**src/core/asf_pkg.sv**
```systemverilog
// asf_pkg: register map, command fields, operations and reset values of
// the alu status flag block.
// assumes a 32-bit apb register bus and an 8-bit datapath.
`default_nettype none
package asf_pkg;

	// ==================================================================
	// register map (byte addresses)
	localparam logic [7:0] ADDR_CMD    = 8'h00;
	localparam logic [7:0] ADDR_ACCUM  = 8'h04;
	localparam logic [7:0] ADDR_FLAGS  = 8'h08;
	localparam logic [7:0] ADDR_PTR    = 8'h0c;
	localparam logic [7:0] ADDR_CFG    = 8'h10;
	localparam logic [7:0] ADDR_FILE0  = 8'h20;
	localparam int         FILE_COUNT  = 4;

	// ==================================================================
	// command word fields
	localparam int CMD_OP_LSB   = 0;
	localparam int CMD_OP_W     = 5;
	localparam int CMD_DEST     = 5;
	localparam int CMD_TGT_FLAG = 6;
	localparam int CMD_INDEXED  = 7;
	localparam int CMD_LIT_LSB  = 8;
	localparam int CMD_IDX_LSB  = 16;

	// ==================================================================
	// flag bit positions and config bits
	localparam int FLAG_C  = 0;
	localparam int FLAG_DC = 1;
	localparam int FLAG_Z  = 2;
	localparam int FLAG_OV = 3;
	localparam int FLAG_N  = 4;
	localparam int CFG_EXT = 0;
	localparam int CFG_REF = 1;

	// ==================================================================
	// reset values
	localparam logic [7:0]  FLAGS_RST = 8'h00;
	localparam logic [7:0]  ACCUM_RST = 8'h00;
	localparam logic [7:0]  FILE_RST  = 8'h00;
	localparam logic [11:0] PTR_RST   = 12'h000;

	typedef enum logic [4:0] {
		OP_ADD_FILE  = 5'h00, OP_ADD_LIT   = 5'h01,
		OP_LIT_MINUS = 5'h02, OP_FILE_MINUS = 5'h03,
		OP_AND       = 5'h04, OP_IOR       = 5'h05,
		OP_XOR       = 5'h06, OP_CLEAR     = 5'h07,
		OP_BIT_CLR   = 5'h08, OP_BIT_SET   = 5'h09,
		OP_NIBBLE    = 5'h0a, OP_F2F_MOVE  = 5'h0b,
		OP_A2F_MOVE  = 5'h0c, OP_ROT_RIGHT = 5'h0d,
		OP_ROT_LEFT  = 5'h0e, OP_PTR_INC   = 5'h0f,
		OP_PTR_DEC   = 5'h10
	} asf_op_type;

endpackage
`default_nettype wire

```
**src/core/asf_flag_alu.sv**
```systemverilog
// asf_flag_alu: combinational alu that computes the result and the next
// value of the five arithmetic flags for one operation.
// assumes operands are stable for the cycle in which the result is used.
`timescale 1ns/1ps
`default_nettype none
module asf_flag_alu (
	// operation and operands
	input  wire asf_pkg::asf_op_type op,
	input  wire logic [7:0]          src,
	input  wire logic [7:0]          accum,
	input  wire logic [7:0]          lit,
	input  wire logic [4:0]          flags_in,
	// answers
	output logic [7:0]               result,
	output logic [4:0]               flags_out,
	output logic                     touch
);
	logic [7:0] opa;
	logic [7:0] opb;
	logic       cin;
	logic       arith;
	logic       logic_op;
	logic [8:0] sum;
	logic [4:0] low_sum;

	// ==================================================================
	// adder: subtraction adds the two's complement of the accumulator
	assign sum     = {1'b0, opa} + {1'b0, opb} + {8'h00, cin};
	assign low_sum = {1'b0, opa[3:0]} + {1'b0, opb[3:0]} + {4'h0, cin};

	always_comb begin
		opa       = src;
		opb       = accum;
		cin       = 1'b0;
		arith     = 1'b0;
		logic_op  = 1'b0;
		result    = src;
		flags_out = flags_in;
		touch     = 1'b0;
		case (op)
			asf_pkg::OP_ADD_FILE: arith = 1'b1;
			asf_pkg::OP_ADD_LIT: begin
				opa   = lit;
				arith = 1'b1;
			end
			asf_pkg::OP_LIT_MINUS: begin
				opa   = lit;
				opb   = ~accum;
				cin   = 1'b1;
				arith = 1'b1;
			end
			asf_pkg::OP_FILE_MINUS: begin
				opb   = ~accum;
				cin   = 1'b1;
				arith = 1'b1;
			end
			asf_pkg::OP_AND: begin
				result   = src & accum;
				logic_op = 1'b1;
			end
			asf_pkg::OP_IOR: begin
				result   = src | accum;
				logic_op = 1'b1;
			end
			asf_pkg::OP_XOR: begin
				result   = src ^ accum;
				logic_op = 1'b1;
			end
			asf_pkg::OP_CLEAR: begin
				result                   = 8'h00;
				flags_out[asf_pkg::FLAG_Z] = 1'b1;
				touch                    = 1'b1;
			end
			// bit, nibble and move operations never touch the flags
			asf_pkg::OP_BIT_CLR: result = src & ~(8'h01 << lit[2:0]);
			asf_pkg::OP_BIT_SET: result = src | (8'h01 << lit[2:0]);
			asf_pkg::OP_NIBBLE: result = {src[3:0], src[7:4]};
			asf_pkg::OP_A2F_MOVE: result = accum;
			asf_pkg::OP_ROT_RIGHT: begin
				result = {flags_in[asf_pkg::FLAG_C], src[7:1]};
				flags_out[asf_pkg::FLAG_C]  = src[0];
				flags_out[asf_pkg::FLAG_DC] = src[4];
				logic_op = 1'b1;
			end
			asf_pkg::OP_ROT_LEFT: begin
				result = {src[6:0], flags_in[asf_pkg::FLAG_C]};
				flags_out[asf_pkg::FLAG_C]  = src[7];
				flags_out[asf_pkg::FLAG_DC] = src[3];
				logic_op = 1'b1;
			end
			default: result = src;
		endcase
		if (arith) begin
			result    = sum[7:0];
			flags_out = {sum[7],
				(opa[7] == opb[7]) && (sum[7] != opa[7]),
				sum[7:0] == 8'h00,
				low_sum[4],
				sum[8]};
			touch     = 1'b1;
		end
		if (logic_op) begin
			flags_out[asf_pkg::FLAG_N] = result[7];
			flags_out[asf_pkg::FLAG_Z] = result == 8'h00;
			touch = 1'b1;
		end
	end
endmodule // asf_flag_alu
`default_nettype wire

```
**src/core/asf_status_core.sv**
```systemverilog
// asf_status_core: apb slave that executes one alu command per write to
// the command register and keeps the alu flag register.
// assumes an apb master on pclk; commands take effect on the write edge.
//
// The APB slave port and the address map were left to the implementer.
`timescale 1ns/1ps
`default_nettype none
module asf_status_core #(
	parameter int ADDR_W = 8
) (
	// clock and reset
	input  wire logic              pclk,
	input  wire logic              presetn,
	// apb slave
	input  wire logic              psel,
	input  wire logic              penable,
	input  wire logic              pwrite,
	input  wire logic [ADDR_W-1:0] paddr,
	input  wire logic [31:0]       pwdata,
	output logic [31:0]            prdata,
	output logic                   pready,
	output logic                   pslverr,
	// flag register, for the rest of the core
	output logic [7:0]             alu_flag_register
);
	logic [7:0]  file_q [asf_pkg::FILE_COUNT];
	logic [7:0]  accum_q;
	logic [11:0] ptr_q;
	logic        ext_cfg_q;
	logic        refused_q;
	logic [31:0] cmd_q;
	logic [31:0] rdata_d;
	logic        hit_d;
	logic        access;
	logic        wr_edge;
	logic        cmd_wr;
	logic        refused;
	logic        exec;
	asf_pkg::asf_op_type op;
	logic [7:0]  lit;
	logic        tgt_flag;
	logic        dest_bit;
	logic [1:0]  fidx;
	logic [1:0]  didx;
	logic        implicit;
	logic        ptr_op;
	logic        to_target;
	logic        to_accum;
	logic [7:0]  src;
	logic [7:0]  result;
	logic [4:0]  flags_next;
	logic        touch;
	logic [7:0]  waddr8;

	// ==================================================================
	// command decode
	assign access  = psel && penable && !pready;
	assign wr_edge = psel && penable && pready && pwrite;
	assign waddr8  = 8'(paddr);
	assign cmd_wr  = wr_edge && waddr8 == asf_pkg::ADDR_CMD;
	assign op      = asf_pkg::asf_op_type'(pwdata[asf_pkg::CMD_OP_LSB +:
		asf_pkg::CMD_OP_W]);
	assign lit      = pwdata[asf_pkg::CMD_LIT_LSB +: 8];
	assign tgt_flag = pwdata[asf_pkg::CMD_TGT_FLAG];
	assign dest_bit = pwdata[asf_pkg::CMD_DEST];
	// indexed offset is refused unless the extended set is configured
	assign refused  = cmd_wr && pwdata[asf_pkg::CMD_INDEXED] && !ext_cfg_q;
	assign exec     = cmd_wr && !refused;
	assign fidx     = pwdata[asf_pkg::CMD_INDEXED] ?
		ptr_q[1:0] + lit[1:0] : pwdata[asf_pkg::CMD_IDX_LSB +: 2];
	assign didx     = op == asf_pkg::OP_F2F_MOVE ? lit[1:0] : fidx;
	assign implicit = op inside {asf_pkg::OP_CLEAR, asf_pkg::OP_BIT_CLR,
		asf_pkg::OP_BIT_SET, asf_pkg::OP_F2F_MOVE, asf_pkg::OP_A2F_MOVE};
	assign ptr_op   = op inside {asf_pkg::OP_PTR_INC, asf_pkg::OP_PTR_DEC};
	assign to_target = exec && !ptr_op && (dest_bit || implicit);
	assign to_accum  = exec && !ptr_op && !dest_bit && !implicit;
	// the flag register is an ordinary source operand
	assign src = (tgt_flag && op != asf_pkg::OP_F2F_MOVE) ?
		alu_flag_register : file_q[fidx];

	asf_flag_alu u_alu (
		.op        (op),
		.src       (src),
		.accum     (accum_q),
		.lit       (lit),
		.flags_in  (alu_flag_register[4:0]),
		.result    (result),
		.flags_out (flags_next),
		.touch     (touch)
	);

	// ==================================================================
	// flag register
	always_ff @(posedge pclk or negedge presetn) begin
		if (!presetn) begin
			alu_flag_register <= asf_pkg::FLAGS_RST;
		end else if (wr_edge && waddr8 == asf_pkg::ADDR_FLAGS) begin
			alu_flag_register <= {3'b000, pwdata[4:0]};
		end else if (to_target && tgt_flag) begin
			// a flag-changing op wins over its own data write
			alu_flag_register <= {3'b000,
				touch ? flags_next : result[4:0]};
		end else if (exec) begin
			alu_flag_register <= {3'b000, flags_next};
		end
	end

	// ==================================================================
	// accumulator, files and pointer
	always_ff @(posedge pclk or negedge presetn) begin
		if (!presetn) begin
			accum_q <= asf_pkg::ACCUM_RST;
		end else if (wr_edge && waddr8 == asf_pkg::ADDR_ACCUM) begin
			accum_q <= pwdata[7:0];
		end else if (to_accum) begin
			accum_q <= result;
		end
	end

	genvar gi;
	generate
		for (gi = 0; gi < asf_pkg::FILE_COUNT; gi++) begin : g_file
			always_ff @(posedge pclk or negedge presetn) begin
				if (!presetn) begin
					file_q[gi] <= asf_pkg::FILE_RST;
				end else if (wr_edge && waddr8 ==
					asf_pkg::ADDR_FILE0 + 8'(gi * 4)) begin
					file_q[gi] <= pwdata[7:0];
				end else if (to_target && !tgt_flag && didx == 2'(gi)) begin
					file_q[gi] <= result;
				end
			end
		end
	endgenerate

	always_ff @(posedge pclk or negedge presetn) begin
		if (!presetn) begin
			ptr_q <= asf_pkg::PTR_RST;
		end else if (wr_edge && waddr8 == asf_pkg::ADDR_PTR) begin
			ptr_q <= pwdata[11:0];
		end else if (exec && op == asf_pkg::OP_PTR_INC) begin
			ptr_q <= ptr_q + 12'h001;
		end else if (exec && op == asf_pkg::OP_PTR_DEC) begin
			ptr_q <= ptr_q - 12'h001;
		end
	end

	// ==================================================================
	// config: refused flag is set-wins over its write-one clear
	always_ff @(posedge pclk or negedge presetn) begin
		if (!presetn) begin
			ext_cfg_q <= 1'b0;
			refused_q <= 1'b0;
			cmd_q     <= 32'h0000_0000;
		end else begin
			if (wr_edge && waddr8 == asf_pkg::ADDR_CFG) begin
				ext_cfg_q <= pwdata[asf_pkg::CFG_EXT];
			end
			if (refused) begin
				refused_q <= 1'b1;
			end else if (wr_edge && waddr8 == asf_pkg::ADDR_CFG &&
				pwdata[asf_pkg::CFG_REF]) begin
				refused_q <= 1'b0;
			end
			if (cmd_wr) begin
				cmd_q <= pwdata;
			end
		end
	end

	// ==================================================================
	// apb answer: one wait state so prdata and pready come from flops
	always_comb begin
		rdata_d = 32'h0000_0000;
		hit_d   = 1'b1;
		if (waddr8 == asf_pkg::ADDR_CMD) begin
			rdata_d = cmd_q;
		end else if (waddr8 == asf_pkg::ADDR_ACCUM) begin
			rdata_d = {24'h000000, accum_q};
		end else if (waddr8 == asf_pkg::ADDR_FLAGS) begin
			rdata_d = {24'h000000, alu_flag_register};
		end else if (waddr8 == asf_pkg::ADDR_PTR) begin
			rdata_d = {20'h00000, ptr_q};
		end else if (waddr8 == asf_pkg::ADDR_CFG) begin
			rdata_d = {30'h00000000, refused_q, ext_cfg_q};
		end else if (waddr8[7:4] == asf_pkg::ADDR_FILE0[7:4] &&
			waddr8[3] == 1'b0 && waddr8[1:0] == 2'b00) begin
			rdata_d = {24'h000000, file_q[waddr8[3:2]]};
		end else begin
			hit_d = 1'b0;
		end
	end

	always_ff @(posedge pclk or negedge presetn) begin
		if (!presetn) begin
			pready  <= 1'b0;
			pslverr <= 1'b0;
			prdata  <= 32'h0000_0000;
		end else begin
			pready  <= access;
			pslverr <= access && !hit_d;
			if (access && !pwrite) begin
				prdata <= rdata_d;
			end
		end
	end

	// ==================================================================
	// checks
	AST_RSVD_ZERO: assert property (@(posedge pclk) disable iff (!presetn)
		alu_flag_register[7:5] == 3'b000)
		else $error("reserved flag bits not zero");

	AST_CLEAR_FLAGS: assert property (@(posedge pclk) disable iff (!presetn)
		exec && op == asf_pkg::OP_CLEAR && tgt_flag |=>
		alu_flag_register == {3'b000, $past(alu_flag_register[4:3]),
		1'b1, $past(alu_flag_register[1:0])})
		else $error("clear of flag register wrong pattern");

	AST_NOFLAG_OPS: assert property (@(posedge pclk) disable iff (!presetn)
		exec && !tgt_flag && op inside {asf_pkg::OP_BIT_CLR,
		asf_pkg::OP_BIT_SET, asf_pkg::OP_NIBBLE, asf_pkg::OP_F2F_MOVE,
		asf_pkg::OP_A2F_MOVE} |=> $stable(alu_flag_register))
		else $error("move or bit op changed flags");

	AST_PTR_NOFLAG: assert property (@(posedge pclk) disable iff (!presetn)
		exec && op == asf_pkg::OP_PTR_INC |=>
		$stable(alu_flag_register) && ptr_q == $past(ptr_q) + 12'h001)
		else $error("pointer increment wrong or touched flags");

	AST_ADD_FLAGS: assert property (@(posedge pclk) disable iff (!presetn)
		exec && op == asf_pkg::OP_ADD_FILE && !tgt_flag |=>
		alu_flag_register[2] == ($past(src + accum_q) == 8'h00) &&
		alu_flag_register[4] == $past(8'(src + accum_q)) >> 7)
		else $error("zero or negative flag wrong after add");

	AST_SUB_BORROW: assert property (@(posedge pclk) disable iff (!presetn)
		exec && op == asf_pkg::OP_FILE_MINUS && !tgt_flag |=>
		alu_flag_register[0] == ($past(src) >= $past(accum_q)))
		else $error("carry does not mean no borrow");

	AST_INDEX_REFUSED: assert property (@(posedge pclk)
		disable iff (!presetn)
		refused |=> refused_q && $stable(alu_flag_register)
		&& $stable(accum_q))
		else $error("indexed command ran without extended config");

	AST_DEST_ACCUM: assert property (@(posedge pclk) disable iff (!presetn)
		exec && op == asf_pkg::OP_ADD_LIT && !dest_bit |=>
		accum_q == $past(8'(lit + accum_q)))
		else $error("accumulator not written with the sum");

	AST_APB_WAIT: assert property (@(posedge pclk) disable iff (!presetn)
		access |=> pready ##1 !pready)
		else $error("apb answer not after one wait state");
endmodule // asf_status_core
`default_nettype wire

```
**config.mk**
```make
export PLATFORM = sky130hd
export DESIGN_NAME = asf_status_core
export DESIGN_NICKNAME = d
export VERILOG_FILES = /design/src/core/asf_pkg.sv /design/src/core/asf_flag_alu.sv /design/src/core/asf_status_core.sv
export SDC_FILE = /design/constraint.sdc
export NUM_CORES = 1
export LEC_CHECK = 0
export BUFFER_PORTS_ARGS = -buffer_cell sky130_fd_sc_hd__clkbuf_2
export CORE_ASPECT_RATIO = 0.9
export CORE_MARGIN = 8
export CORE_UTILIZATION = 65
export DETAILED_ROUTE_END_ITERATION = 8
export PLACE_DENSITY_LB_ADDON = 0.1
export SETUP_SLACK_MARGIN = 0.15
export SYNTH_ARGS = -nofsm -noshare
export SYNTH_HDL_FRONTEND = slang
export SYNTH_SLANG_ARGS = --single-unit
```
**constraint.sdc**
```tcl
create_clock -name pclk -period 8.7 [get_ports pclk]
set_clock_uncertainty 0.15 [all_clocks]
set_input_delay 1.305 -clock pclk [delete_from_list [all_inputs] [get_ports pclk]]
set_output_delay 1.305 -clock pclk [all_outputs]
set_load 0.01 [all_outputs]
```
# Word level (Yosys, flattened, before mapping)
# Cells that the tools add are included.
# word_totals
output_inout_bits,42
wordCells,184
input_bits,45
register_bits,128
# classes
shift,1
n_mux,55
eq_ne,31
n_bitwise,10
addsub,7
reduce_logical,65
n_lt_le_gt_ge,2
# ops
operator,count
$mux 8,23
$pmux 8 s10,1
$mux 12,6
$eq 5x4->1 const B,8
$logic_and 1x1->1,35
$bmux 8 s2,2
$eq 8x6->1 const B,4
$mux 32,1
$logic_not 8->1,3
$eq 5x3->1 const B,4
$mux 1,17
$and 8x8->8,2
$eq 8x4->1 const B,2
$not 8->8,2
$or 8x8->8,2
$reduce_bool 2->1,7
$add 12x1->12 const B,1
$sub 12x1->12 const B,1
$eq 5x2->1 const B,2
$mux 5,2
$add 8x8->9,1
$add 9x1->9,1
$logic_not 1->1,9
$eq 8x3->1 const B,1
other kinds (27),34

# Depth between registers and ports, before layout
# Gate-level depths: netlist of the first run.
# logic_depth
ltp_word,17
ltp_mapped,19
ltp_nobuf,19

# Hierarchy
# A second synthesis of the first run with hierarchy kept.
# hier_totals
hier_cells,961
area_unflattened_um2,8714.6
# by_module_without_submodules
mod,instances,area_each_um2,seq_area_each_um2,cells_each
asf_status_core,1,6747.7,3128.0,676
asf_flag_alu,1,1966.9,0.0,285

# Worst setup path after synthesis of the first run
# OpenSTA, ideal clock, no wires.
# synth_timing
path_kind,input to register
start,input port paddr[2]
end,register ptr_q[11]
setup_time_ns,0.069
path_buffers,1
slack_ns,3.668
arrival_ns,4.814
required_time_ns,8.481
cell_stages,17
path_cell_list,clkbuf_1 -> nor4_1 -> nand2_1 -> nor2_2 -> and2_1 -> nand2_1 -> ha_1 -> a21o_1 -> a21oi_1 -> o21bai_1 -> a21o_1 -> a21oi_1 -> o21ai_0 -> o41ai_1 -> xor2_1 -> or3_1 -> nand3_1
# synth_between
elab_chain_cells,9
elab_cells_between_ends,13
classes_between,eq/ne: 1; mux: 2; reduce/logical: 10
# synth_rtl
item,line_no,source
from (decl),asf_status_core.sv:18,"input wire logic [ADDR_W-1:0] paddr,"
$logic_not 8->1,asf_status_core.sv:60,assign cmd_wr = wr_edge && waddr8 == asf_pkg::ADDR_CMD;
$logic_and 1x1->1,asf_status_core.sv:60,
$logic_and 1x1->1 (2 in a row),asf_status_core.sv:67,assign refused = cmd_wr && pwdata[asf_pkg::CMD_INDEXED] && !ext_cfg_q;
$logic_not 1->1,asf_status_core.sv:68,assign exec = cmd_wr && !refused;
$logic_and 1x1->1,asf_status_core.sv:68,
$logic_and 1x1->1,asf_status_core.sv:141,end else if (exec && op == asf_pkg::OP_PTR_INC) begin
$mux 12,asf_status_core.sv:141,
$mux 12,asf_status_core.sv:139,end else if (wr_edge && waddr8 == asf_pkg::ADDR_PTR) begin
to (signal assigned),asf_status_core.sv:138,ptr_q <= asf_pkg::PTR_RST;
to (signal assigned),asf_status_core.sv:140,ptr_q <= pwdata[11:0];
to (signal assigned),asf_status_core.sv:142,ptr_q <= ptr_q + 12'h001;
to (decl),asf_status_core.sv:28,logic [11:0] ptr_q;
# Several ways; a longest one is shown, not always the timed one.
# A chain may end at the register's enable or synchronous reset.

# Worst setup path in the final report of the first run
# layout_timing
start,input port pwdata[2]
end,register alu_flag_register[2]
# layout_between
elab_chain_cells,12
elab_cells_between_ends,58
classes_between,add/sub: 2; eq/ne: 17; mux: 18; bitwise: 5; reduce/logical: 16
# layout_rtl
item,line_no,source
from (decl),asf_status_core.sv:19,"input wire logic [31:0] pwdata,"
$ne 5x4->1,asf_status_core.sv:78,assign src = (tgt_flag && op != asf_pkg::OP_F2F_MOVE) ?
$logic_and 1x1->1,asf_status_core.sv:78,
$mux 8,asf_status_core.sv:78,
$mux 8,asf_flag_alu.sv:40,case (op)
$add 8x8->9,asf_flag_alu.sv:28,"assign sum = {1'b0, opa} + {1'b0, opb} + {8'h00, cin};"
$add 9x1->9,asf_flag_alu.sv:28,
$logic_not 8->1 / $mux 8 (equally long branches),"asf_flag_alu.sv:97, asf_flag_alu.sv:93",
$mux 5 / $logic_not 8->1 (equally long branches),"asf_flag_alu.sv:93, asf_flag_alu.sv:104",
$mux 1,asf_flag_alu.sv:102,if (logic_op) begin
$mux 8 / $mux 5 (equally long branches),"asf_status_core.sv:103, asf_status_core.sv:102",
$mux 8,asf_status_core.sv:99,end else if (to_target && tgt_flag) begin
$mux 8,asf_status_core.sv:97,end else if (wr_edge && waddr8 == asf_pkg::ADDR_FLAGS) begin
to (signal assigned),asf_status_core.sv:98,"alu_flag_register <= {3'b000, pwdata[4:0]};"
to (signal assigned),asf_status_core.sv:101,"alu_flag_register <= {3'b000,"
to (signal assigned),asf_status_core.sv:104,"alu_flag_register <= {3'b000, flags_next};"
to (decl),asf_status_core.sv:24,output logic [7:0] alu_flag_register
# Several ways; a longest one is shown, not always the timed one. The select of a mux whose other input is x is not followed.

==> results of run 1 <==
-- critical path, delay by kind of cell --
kind	cells	cell delay [ps]
compound gates	7	1720
xor+xnor	1	190
fa+ha+maj	1	500
buf+inv	1	420
simple gates	8	1640
-- metrics by stage --
step           total power (W)  hold slack (ps)
2_1_floorplan         0.000677              280
3_3_place_gp          0.000728              294
3_5_place_dp          0.000728              303
4_1_cts                0.00146              318
5_1_grt                0.00150              349
6_report               0.00146              317
-- flip-flops by register name, summed over array words and instances, names as in the netlist, 5 cells and up --
name and count:
file_q 32, cmd_q 32, accum_q 8, prdata 32
ptr_q 12, alu_flag_register 5
-- worst max path at each step --
stage / from / endpoint / slack, ps
4_1_cts: paddr[2] / ptr_q[11] / 3140
5_1_grt: paddr[2] / ptr_q[10] / 2670
3_3_place_gp: paddr[2] / ptr_q[11] / 2890
6_report: pwdata[2] / alu_flag_register[2] / 3080
3_5_place_dp: paddr[2] / ptr_q[11] / 2750
2_1_floorplan: paddr[2] / ptr_q[11] / 3670
-- routing by layer --
layer | vias to the layer above | part of all wire, % | GRT usage (%) | wire, um
met5 | - | 0 | 0 | 0
met4 | 0 | 4.7 | 17.1 | 1280
met3 | 112 | 12 | 8.67 | 3310
met2 | 615 | 44 | 51.0 | 12100
met1 | 3818 | 39 | 44.1 | 10700
li1 | 3585 | - | - | -
-- Yosys cell counts (8+ instances only) --
master,instances
a21oi_1,32
a221oi_1,10
a22oi_1,63
a31oi_1,9
and3_1,10
clkbuf_1,44
dfrtp_1,125
ha_1,18
inv_1,21
nand2_1,194
nand2b_1,10
nand3_1,27
nor2_1,55
nor2b_1,11
nor3_1,15
o21ai_0,126
o21bai_1,8
xnor2_1,16
xor2_1,8
-- final cells by class --
type / count / area, um^2
Multi-Input combinational cell: 751 / 4690
Fill cell: 977 / 3300
Sequential cell: 125 / 3130
Timing Repair Buffer: 91 / 478
Clock buffer: 21 / 460
Tap cell: 164 / 205
Clock inverter: 11 / 155
Inverter: 21 / 78.8
-- power by group --
part	internal (W)	total (W)	switching [W]	leakage, nW
logic	0.0000396	0.000136	0.0000963	2.06
clock network	0.000469	0.000741	0.000272	0.299
registers	0.000585	0.000588	0.00000306	1.74
total	0.00109	0.00146	0.000371	4.11
-- cell usage in the layout, fill, tap and decap left out, drive strengths merged, types with 6 or more instances in the layout --
master | netlist | final
nand2 | 194 | 194
o21ai | 130 | 130
dfrtp | 125 | 125
clkbuf | 44 | 103
a22oi | 64 | 64
nor2 | 56 | 56
a21oi | 35 | 35
nand3 | 27 | 27
inv | 21 | 24
ha | 18 | 18
nor3 | 17 | 17
xnor2 | 16 | 16
mux2i | 12 | 12
nor2b | 11 | 11
and3 | 11 | 11
nand2b | 10 | 10
a221oi | 10 | 10
a31oi | 9 | 9
buf | 17 | 9
xor2 | 8 | 8
o21bai | 8 | 8
o221ai | 8 | 8
o22ai | 7 | 7
and2 | 7 | 7
mux4 | 7 | 7
a21o | 6 | 6
-- kinds of logic (layout without fill, tap and decap cells) --
family          count (synthesis)  in the layout  synth area share, %
xor+xnor                       25             25                 2.87
buf+inv                        82            144                 4.24
other cells                     1              3               0.0460
flops                         125            125                 38.4
fa+ha+maj                      20             20                 3.25
compound gates                325            325                 27.1
simple gates                  356            356                 19.5
mux                            22             22                 4.64
==> out/qor.csv, run 1 <==
stage,metric,value,unit
grt,antenna_found_initial,0,
die,start_util,65.3,%
clock_network,clk_path_buf_depth,2,
setup_path,max_stage_delay,740,ps
finish,syn2layout_area_growth,12.8,%
sta,finalSetupTns,0,ps
logic_synthesis,synth_top_area_share,38.4,%
logic_synthesis,synth_area_leader_cell,dfrtp_1,
sta,fin_ws,3080,ps
setup_path,regToRegSetupSlack,3910,ps
setup_path,end_kind,register,
clock_network,cts.htree.levels,4,
logic_synthesis,synthFlopType,dfrtp_1,
pwr,leakagePower,4.11,nW
finish,fin_cells,1184,
detailed_routing,first_iter_violations,1244,
sta,hold_viol_final,0,
logic_synthesis,avgSynthCellArea,8.53,um^2
setup_path,crit_path_start_kind,input port,
detailed_routing,wirelength,27.3,mm
hold_path,hold_depth,2,
finish,fin_area,9200,um^2
setup_path,r2r_cells,16,
sta,tightest_slew,1030,ps
job,cap_violations,0,
setup_path,required,8890,ps
logic_synthesis,ys_ff_latch,125,
finish,drive_gt1_share,15.2,%
setup_path,path_cells,clkbuf_2 > nand3b_1 > o21ai_2 > and3_4 > a211oi_4 > nand3_1 > o221ai_1 > fa_1 > nor2b_1 > nor3_1 > o21bai_1 > a21oi_1 > xnor2_1 > o32ai_2 > nand4_1 > and4b_1 > nand3_1 > a31oi_1,
setup_path,crit_fanout,34,
setup_path,critPathKind,input port to register,
logic_synthesis,synth.area.top_cells,"dfrtp_1, nand2_1, o21ai_0",
place,dp_slack,2750,ps
die,die_y,122,um
sta,rsz0062_at_grt,no,
place,numPortBuffers,83,
setup_path,r2r-start,ptr_q[0],
clock_network,cts_inserted_buffers,17,
place,place_inst,1152,
die,die_area,16400,um^2
logic_synthesis,synthCells,956,
logic_synthesis,seq_area_frac_synth,38.4,%
logic_synthesis,synth_area,8150,um^2
run_status,status,"finished, final reports clean",
grt,grt_use_total,33.6,%
sta,setup_viol,0,
detailed_routing,via_count,8130,
detailed_routing,dr.pass1.iters,8,
finish,n_antenna_cell,0,
detailed_routing,drc,0,
clock_network,cts_tree,built,
hold_path,min_path_type,register to register,
clock_network,cts_resized,0,
finish,nets,1072,
place,finalWeightedCongestion,1.01,
logic_synthesis,synth_cell_type_count,84,
logic_synthesis,synth_edf_count,0,
detailed_routing,wl_per_cell,23.1,um
die,coreArea,12500,um^2
die,num_rows,39,
grt,grt-ovfl-total,0,
sta,clock.fmax,178,MHz
hold_path,hold-path-endpoint,cmd_q[12],
clock_network,clock_sinks,125,
sta,slew_headroom,30.8,%
logic_synthesis,async_flop_share,100,%
clock_network,post_cts_buffers,0,
detailed_routing,viasPerCell,6.87,
clock_network,clock_latency,420,ps
sta,min_period_over_period,64.7,%
grt,grt_pass1_vias,7750,
setup_path,cpMostUsedCell,nand3_1,
grt,grt_max_degree,74,
setup_path,worstReg2RegEnd,alu_flag_register[2],
hold_path,hp-start,cmd_q[12],
clock_network,cts-root-buf,clkbuf_16,
clock_network,postCtsHoldBufs,0,
pwr,p_per_area,159,nW/um^2
setup_path,critPathSlowestCell,o21ai_2,
setup_path,arrival,5820,ps
place,hpwl,18.7,mm
sta,slew_violations,0,
logic_synthesis,ys_warn_count,0,
die,dieWidth,134,um
pwr,ir_drop,0.221,mV
clock_network,cts.clk_slew.worst_paths,60,ps
die,ioPinCount,87,
sta,period_minus_slack,5620,ps
detailed_routing,route.antenna.remaining_nets,0,
finish,fin_util,73.6,%
grt,grt_pass1_wl,42.9,mm
place,place_area,8580,um^2
Power figures use the tool's default switching activity.
==> run 2, diff against run 1 <==
Settings changed: ABC_AREA set to 1, CORE_UTILIZATION 65 to 60.
Clock period 8.7 ns to 5.6 ns, I/O delays scaled along.
==> run 2 against run 1 <==
Against the previous run: combinational power rose to 2.5 times the previous value; largest cell class unchanged; count of clock-buffer cells in the layout down 3; sequential power up 56%; critical path depth up 9.
==> out/qor.csv, run 2 <==
stage,metric,value,unit
sta,period_minus_slack,4700,ps
finish,fin_cells,1421,
pwr,pwr-share-seq,39.9,%
sta,slew_violations,0,
place,hpwl,22.2,mm
clock_network,cts-root-buf,clkbuf_16,
pwr,p_per_area,244,nW/um^2
logic_synthesis,synth.area.top_cells,"dfrtp_1, nand2_1, o221ai_1",
detailed_routing,via_count,9101,
logic_synthesis,yosysMostFrequentCell,nand2_1,
logic_synthesis,synth_common_cells,"nand2_1, dfrtp_1, inv_1, nand3_1, nor2_1",
finish,syn2layout_area_growth,13.1,%
logic_synthesis,synth_top_area_share,37.6,%
sta,tightest_slew,863,ps
grt,grt_use_total,34.3,%
logic_synthesis,synthCells,1159,
run_status,status,"finished, final reports clean",
detailed_routing,wl_per_cell,21.4,um
clock_network,cts.htree.levels,4,
logic_synthesis,synth_compound_area_share,17.5,%
logic_synthesis,synthXorXnorAreaFrac,1.90,%
pwr,p_clk_share,45.1,%
setup_path,crit_fanout,25,
logic_synthesis,synth_edf_count,0,
die,die_y,128,um
grt,antenna_found_initial,0,
clock_network,clk_path_buf_depth,2,
die,coreArea,13500,um^2
place,place_inst,1389,
logic_synthesis,synth_top_family_by_area,simple AND/OR/NAND/NOR gates,
finish,n_fill_cell,1062,
logic_synthesis,synth_area,8310,um^2
grt,grt_max_degree,60,
die,num_rows,40,
logic_synthesis,synth_cell_type_count,49,
finish,layout.cells.most_common_list,"nand2_1, inv_1, dfrtp_1",
die,die_area,17900,um^2
setup_path,end_kind,register,
pwr,p_int,0.00159,W
setup_path,cp_num_buf_inv,3,
sta,slew_headroom,42.5,%
pwr,leakagePower,4.81,nW
job,cap_violations,0,
pwr,p_comb_share,15.0,%
clock_network,cts.clk_slew.worst_paths,70,ps
finish,drive_gt1_share,15.3,%
logic_synthesis,ys_warn_count,0,
sta,finalSetupTns,0,ps
sta,min_period_over_period,83.9,%
logic_synthesis,yosys.area_share.simple,30.9,%
logic_synthesis,async_flop_share,100,%
die,ioPinCount,87,
setup_path,max_stage_delay,370,ps
logic_synthesis,synthFlopType,dfrtp_1,
setup_path,critPathSlowestCell,ha_1,
detailed_routing,route.antenna.remaining_nets,0,
grt,grt-ovfl-total,0,
sta,rsz0062_at_grt,no,
pwr,ir_drop,0.238,mV
hold_path,min_path_type,input port to async pin,
sta,clock.fmax,213,MHz
finish,largestRegisters,"cmd_q: 32 flops, file_q: 32 flops, prdata: 32 flops",
pwr,netSwitchingPower,0.000711,W
sta,setup_viol,0,
setup_path,arrival,4910,ps
clock_network,clock_sinks,125,
finish,fin_area,9400,um^2
clock_network,post_cts_buffers,0,
finish,n_antenna_cell,0,
clock_network,clock_latency,430,ps
place,place_area,8850,um^2
clock_network,postCtsHoldBufs,0,
detailed_routing,first_iter_violations,1244,
logic_synthesis,synth_area_leader_cell,dfrtp_1,
place,numPortBuffers,83,
clock_network,cts_tree,built,
grt,grt_pass1_wl,47.5,mm
logic_synthesis,ys_ff_latch,125,
setup_path,crit_family,simple AND/OR/NAND/NOR gates,
finish,nets,1305,
sta,hold_viol_final,0,
logic_synthesis,synth.area.mux_share,0,%
detailed_routing,wirelength,30.4,mm
logic_synthesis,yosys.area_share.adder,3.19,%
clock_network,cts_inserted_buffers,17,
setup_path,cpMostUsedCell,nand2_1,
die,dieWidth,140,um
setup_path,crit_path_start_kind,input port,
logic_synthesis,seq_area_frac_synth,37.6,%
clock_network,cts_resized,0,
setup_path,critPathKind,input port to register,
detailed_routing,drc,0,
place,finalWeightedCongestion,1.09,
grt,grt_pass1_vias,8527,
detailed_routing,dr.pass1.iters,6,
finish,layout_commonest_cell,nand2_1,
pwr,sw_frac_of_total,31.0,%
detailed_routing,viasPerCell,6.40,
setup_path,required,5820,ps
logic_synthesis,avgSynthCellArea,7.17,um^2
die,start_util,61.8,%
[run 2: cell count changes after synthesis, moves of 11 or more]
| cell | before | now |
|---|---|---|
| nand2_1 | 194 | 344 |
| inv_1 | 21 | 125 |
| a22oi_1 | 63 | 1 |
| nand3_1 | 27 | 83 |
| o21ai_0 | 126 | 70 |
| o221ai_1 | 7 | 54 |
| nor2_1 | 55 | 81 |
| clkbuf_1 | 44 | 20 |
| inv_2 | 0 | 18 |
| a21oi_1 | 32 | 46 |
| xnor2_1 | 16 | 3 |
| nand2_2 | 0 | 12 |
| nor2b_1 | 11 | 0 |
[run 2: worst paths after layout]
check	start	slack, ps	endpoint	cells after the start
worst max-delay path	pwdata[8]	900	alu_flag_register[2]	27
worst min-delay path	presetn	260	file_q[27]	1
worst max register to register	ptr_q[0]	1020	alu_flag_register[2]	26
worst min register to register	pready	320	pready	1
max in group asynchronous	presetn	3870	prdata[13]	2
min in group pclk	pready	320	pready	1
[run 2: power groups by stage]
stage                     clock (W)  sequential, W  combinational (W)
final                       0.00104       0.000916           0.000344
after global routing        0.00107       0.000915           0.000373
after CTS                   0.00103       0.000915           0.000331
after detailed placement          0       0.000931           0.000329
after global placement            0       0.000931           0.000328
after floorplan                   0       0.000931           0.000209
[run 2: layout make-up]
| class | instances | area [um^2] | share of cell area [%] |
|---|---|---|---|
| Multi-Input combinational cell | 855 | 4460 | 47.4 |
| Sequential cell | 125 | 3130 | 33.3 |
| Inverter | 146 | 548 | 5.83 |
| Timing Repair Buffer | 95 | 508 | 5.40 |
| Clock buffer | 18 | 439 | 4.67 |
| Tap cell | 168 | 210 | 2.24 |
| Clock inverter | 14 | 110 | 1.17 |
[run 2: layer usage]
| layer | vias up | part of all wire [%] | track usage (%) |
|---|---|---|---|
| li1 | 4048 | - | - |
| met1 | 4193 | 39 | 44.5 |
| met2 | 733 | 42 | 50.2 |
| met3 | 127 | 15 | 12.1 |
| met4 | 0 | 4.4 | 16.3 |
| met5 | - | 0 | 0 |
[run 2: metrics by stage]
step / hold WS [ps] / utilization, % / setup slack, ps / power (W)
2_1_floorplan: 298 / - / 1270 / 0.00114
3_3_place_gp: 303 / 65.8 / 783 / 0.00126
3_5_place_dp: 314 / 65.8 / 625 / 0.00126
4_1_cts: 287 / 69.9 / 1040 / 0.00228
5_1_grt: 319 / 69.9 / 455 / 0.00236
6_report: 265 / 69.9 / 903 / 0.00230
[run 2: kinds of logic (layout without fill, tap and decap cells)]
logic type      after synthesis  in the layout
simple gates                588            588
compound gates              226            226
buf+inv                     181            273
flops                       125            125
fa+ha+maj                    20             20
xor+xnor                     18             18
other cells                   1              3
[run 2: worst register-to-register path: cells and delay by family, from the launching register on]
family	cells	cell delay [ps]
flops	1	500
buf+inv	2	220
simple gates	15	1470
compound gates	6	1180
xor+xnor	1	260
fa+ha+maj	2	720
==> run 3, diff against run 2 <==
Clock period 5.6 ns to 4.6 ns, I/O delays scaled along.
==> run 3 against run 2 <==
Against the previous run: flip-flop and latch count is the same; critical endpoint unchanged; setup slack got worse by 430 ps; largest cell class unchanged; count of clock-buffer cells in the layout up 4; first-iteration DRC count decreased by 11%; via count fell by 2.3%.
==> out/qor.csv, run 3 (synthesis results as in run 2) <==
stage,metric,value,unit
sta,rsz0062_at_grt,no,
pwr,p_per_area,310,nW/um^2
place,finalWeightedCongestion,1.05,
detailed_routing,drc,0,
finish,nets,1317,
finish,n_antenna_cell,0,
grt,grt-ovfl-total,0,
detailed_routing,via_count,8895,
finish,largestRegisters,"cmd_q: 32 flops, file_q: 32 flops, prdata: 32 flops",
setup_path,crit_fanout,25,
setup_path,cpMostUsedCell,nand2_1,
die,start_util,61.8,%
sta,hold_viol_final,0,
sta,finalSetupTns,0,ps
grt,grt_pass1_wl,45.9,mm
die,die_area,17900,um^2
finish,drive_gt1_share,16.2,%
finish,syn2layout_area_growth,15.3,%
die,die_y,128,um
place,dp_slack,77.8,ps
sta,slew_headroom,38.1,%
clock_network,cts_inserted_buffers,17,
setup_path,arrival,4350,ps
sta,slew_violations,0,
sta,setup_viol,0,
place,numPortBuffers,83,
clock_network,cts.clk_slew.worst_paths,60,ps
place,hpwl,21.8,mm
setup_path,max_stage_delay,480,ps
grt,grt_use_total,33.1,%
clock_network,cts.htree.levels,4,
detailed_routing,viasPerCell,6.21,
die,num_rows,40,
detailed_routing,wl_per_cell,20.4,um
setup_path,crit_path_start_kind,register,
setup_path,crit_family,simple AND/OR/NAND/NOR gates,
sta,period_minus_slack,4130,ps
grt,grt_pass1_vias,8486,
grt,antenna_found_initial,0,
setup_path,required,4810,ps
die,dieWidth,140,um
clock_network,cts-root-buf,clkbuf_16,
detailed_routing,route.antenna.remaining_nets,0,
finish,layout_commonest_cell,nand2_1,
clock_network,clock_sinks,125,
clock_network,clk_path_buf_depth,2,
setup_path,end_kind,register,
die,coreArea,13500,um^2
hold_path,min_path_type,input port to async pin,
finish,fin_util,71.2,%
sta,min_period_over_period,89.8,%
detailed_routing,wirelength,29.2,mm
setup_path,critPathKind,register to register,
job,cap_violations,0,
detailed_routing,dr.pass1.iters,6,
sta,fin_ws,469,ps
finish,layout.cells.most_common_list,"nand2_1, inv_1, dfrtp_1",
clock_network,cts_tree,built,
pwr,leakagePower,4.90,nW
setup_path,critPathSlowestCell,dfrtp_2,
pwr,ir_drop,0.298,mV
sta,clock.fmax,242,MHz
grt,grt_max_degree,75,
die,ioPinCount,87,
detailed_routing,first_iter_violations,1113,
setup_path,cp_num_buf_inv,2,
clock_network,post_cts_buffers,0,
run_status,status,"finished, final reports clean",
clock_network,clock_latency,430,ps
sta,tightest_slew,929,ps
sta,timing.hold.ws,225,ps
## run 3: cell types whose count changed in the layout (fill, tap and decap cells not counted), moves of 2 or more
| cell | before | now |
|---|---|---|
| buf_4 | 13 | 25 |
| clkinv_2 | 4 | 0 |
| bufinv_16 | 0 | 3 |
| clkbuf_8 | 1 | 4 |
| clkinv_4 | 3 | 1 |
| inv_8 | 2 | 0 |
| o21ai_0 | 70 | 68 |
| o21ai_1 | 13 | 15 |
## run 3: what timing repair did
item / 4_1_cts / 5_1_grt
setup endpoints to repair: 0 / 2
gates resized for setup: 0 / 5
endpoints found under the hold margin: 0 / 0
hold buffers: 0 / 0
## run 3: area by class of cell
class                           instances  area [um^2]
Multi-Input combinational cell        855         4470
Clock inverter                         10          149
Tap cell                              168          210
Timing Repair Buffer                  107          598
Sequential cell                       125         3130
Inverter                              146          548
Clock buffer                           22          484
Fill cell                            1088         3870
## run 3: path summary, 6_finish.rpt
kind	depth (start not counted)	startpoint	slack (ps)	to
min in group pclk	3	pwdata[24]	300	cmd_q[24]
worst max-delay path	26	ptr_q[0]	470	alu_flag_register[2]
max in group asynchronous	2	presetn	3150	ptr_q[0]
worst min register to register	2	prdata[23]	330	prdata[23]
worst min-delay path	1	presetn	230	file_q[22]
worst max register to register	26	ptr_q[0]	470	alu_flag_register[2]
## run 3: metal layers
layer	up-vias	wire [um]	global-route usage (%)
met5	-	0	0
met2	592	12300	48.8
met4	0	1150	14.0
met3	109	3910	10.5
met1	4128	11800	44.0
li1	4066	-	-
## run 3: power by group
part	switching, W	leakage (nW)	internal [W]	total [W]
clock	0.000514	0.304	0.000917	0.00143
sequential	0.00000729	1.68	0.00111	0.00111
combinational	0.000308	2.91	0.000120	0.000427
## run 3: stage by stage
step	total power [W]	std cells	instance area, um^2
after floorplan	0.00139	1161	8320
after global placement	0.00154	1401	8940
after detailed placement	0.00154	1401	8940
after CTS	0.00296	1433	9580
after global routing	0.00306	1433	9590
final	0.00297	1433	9590
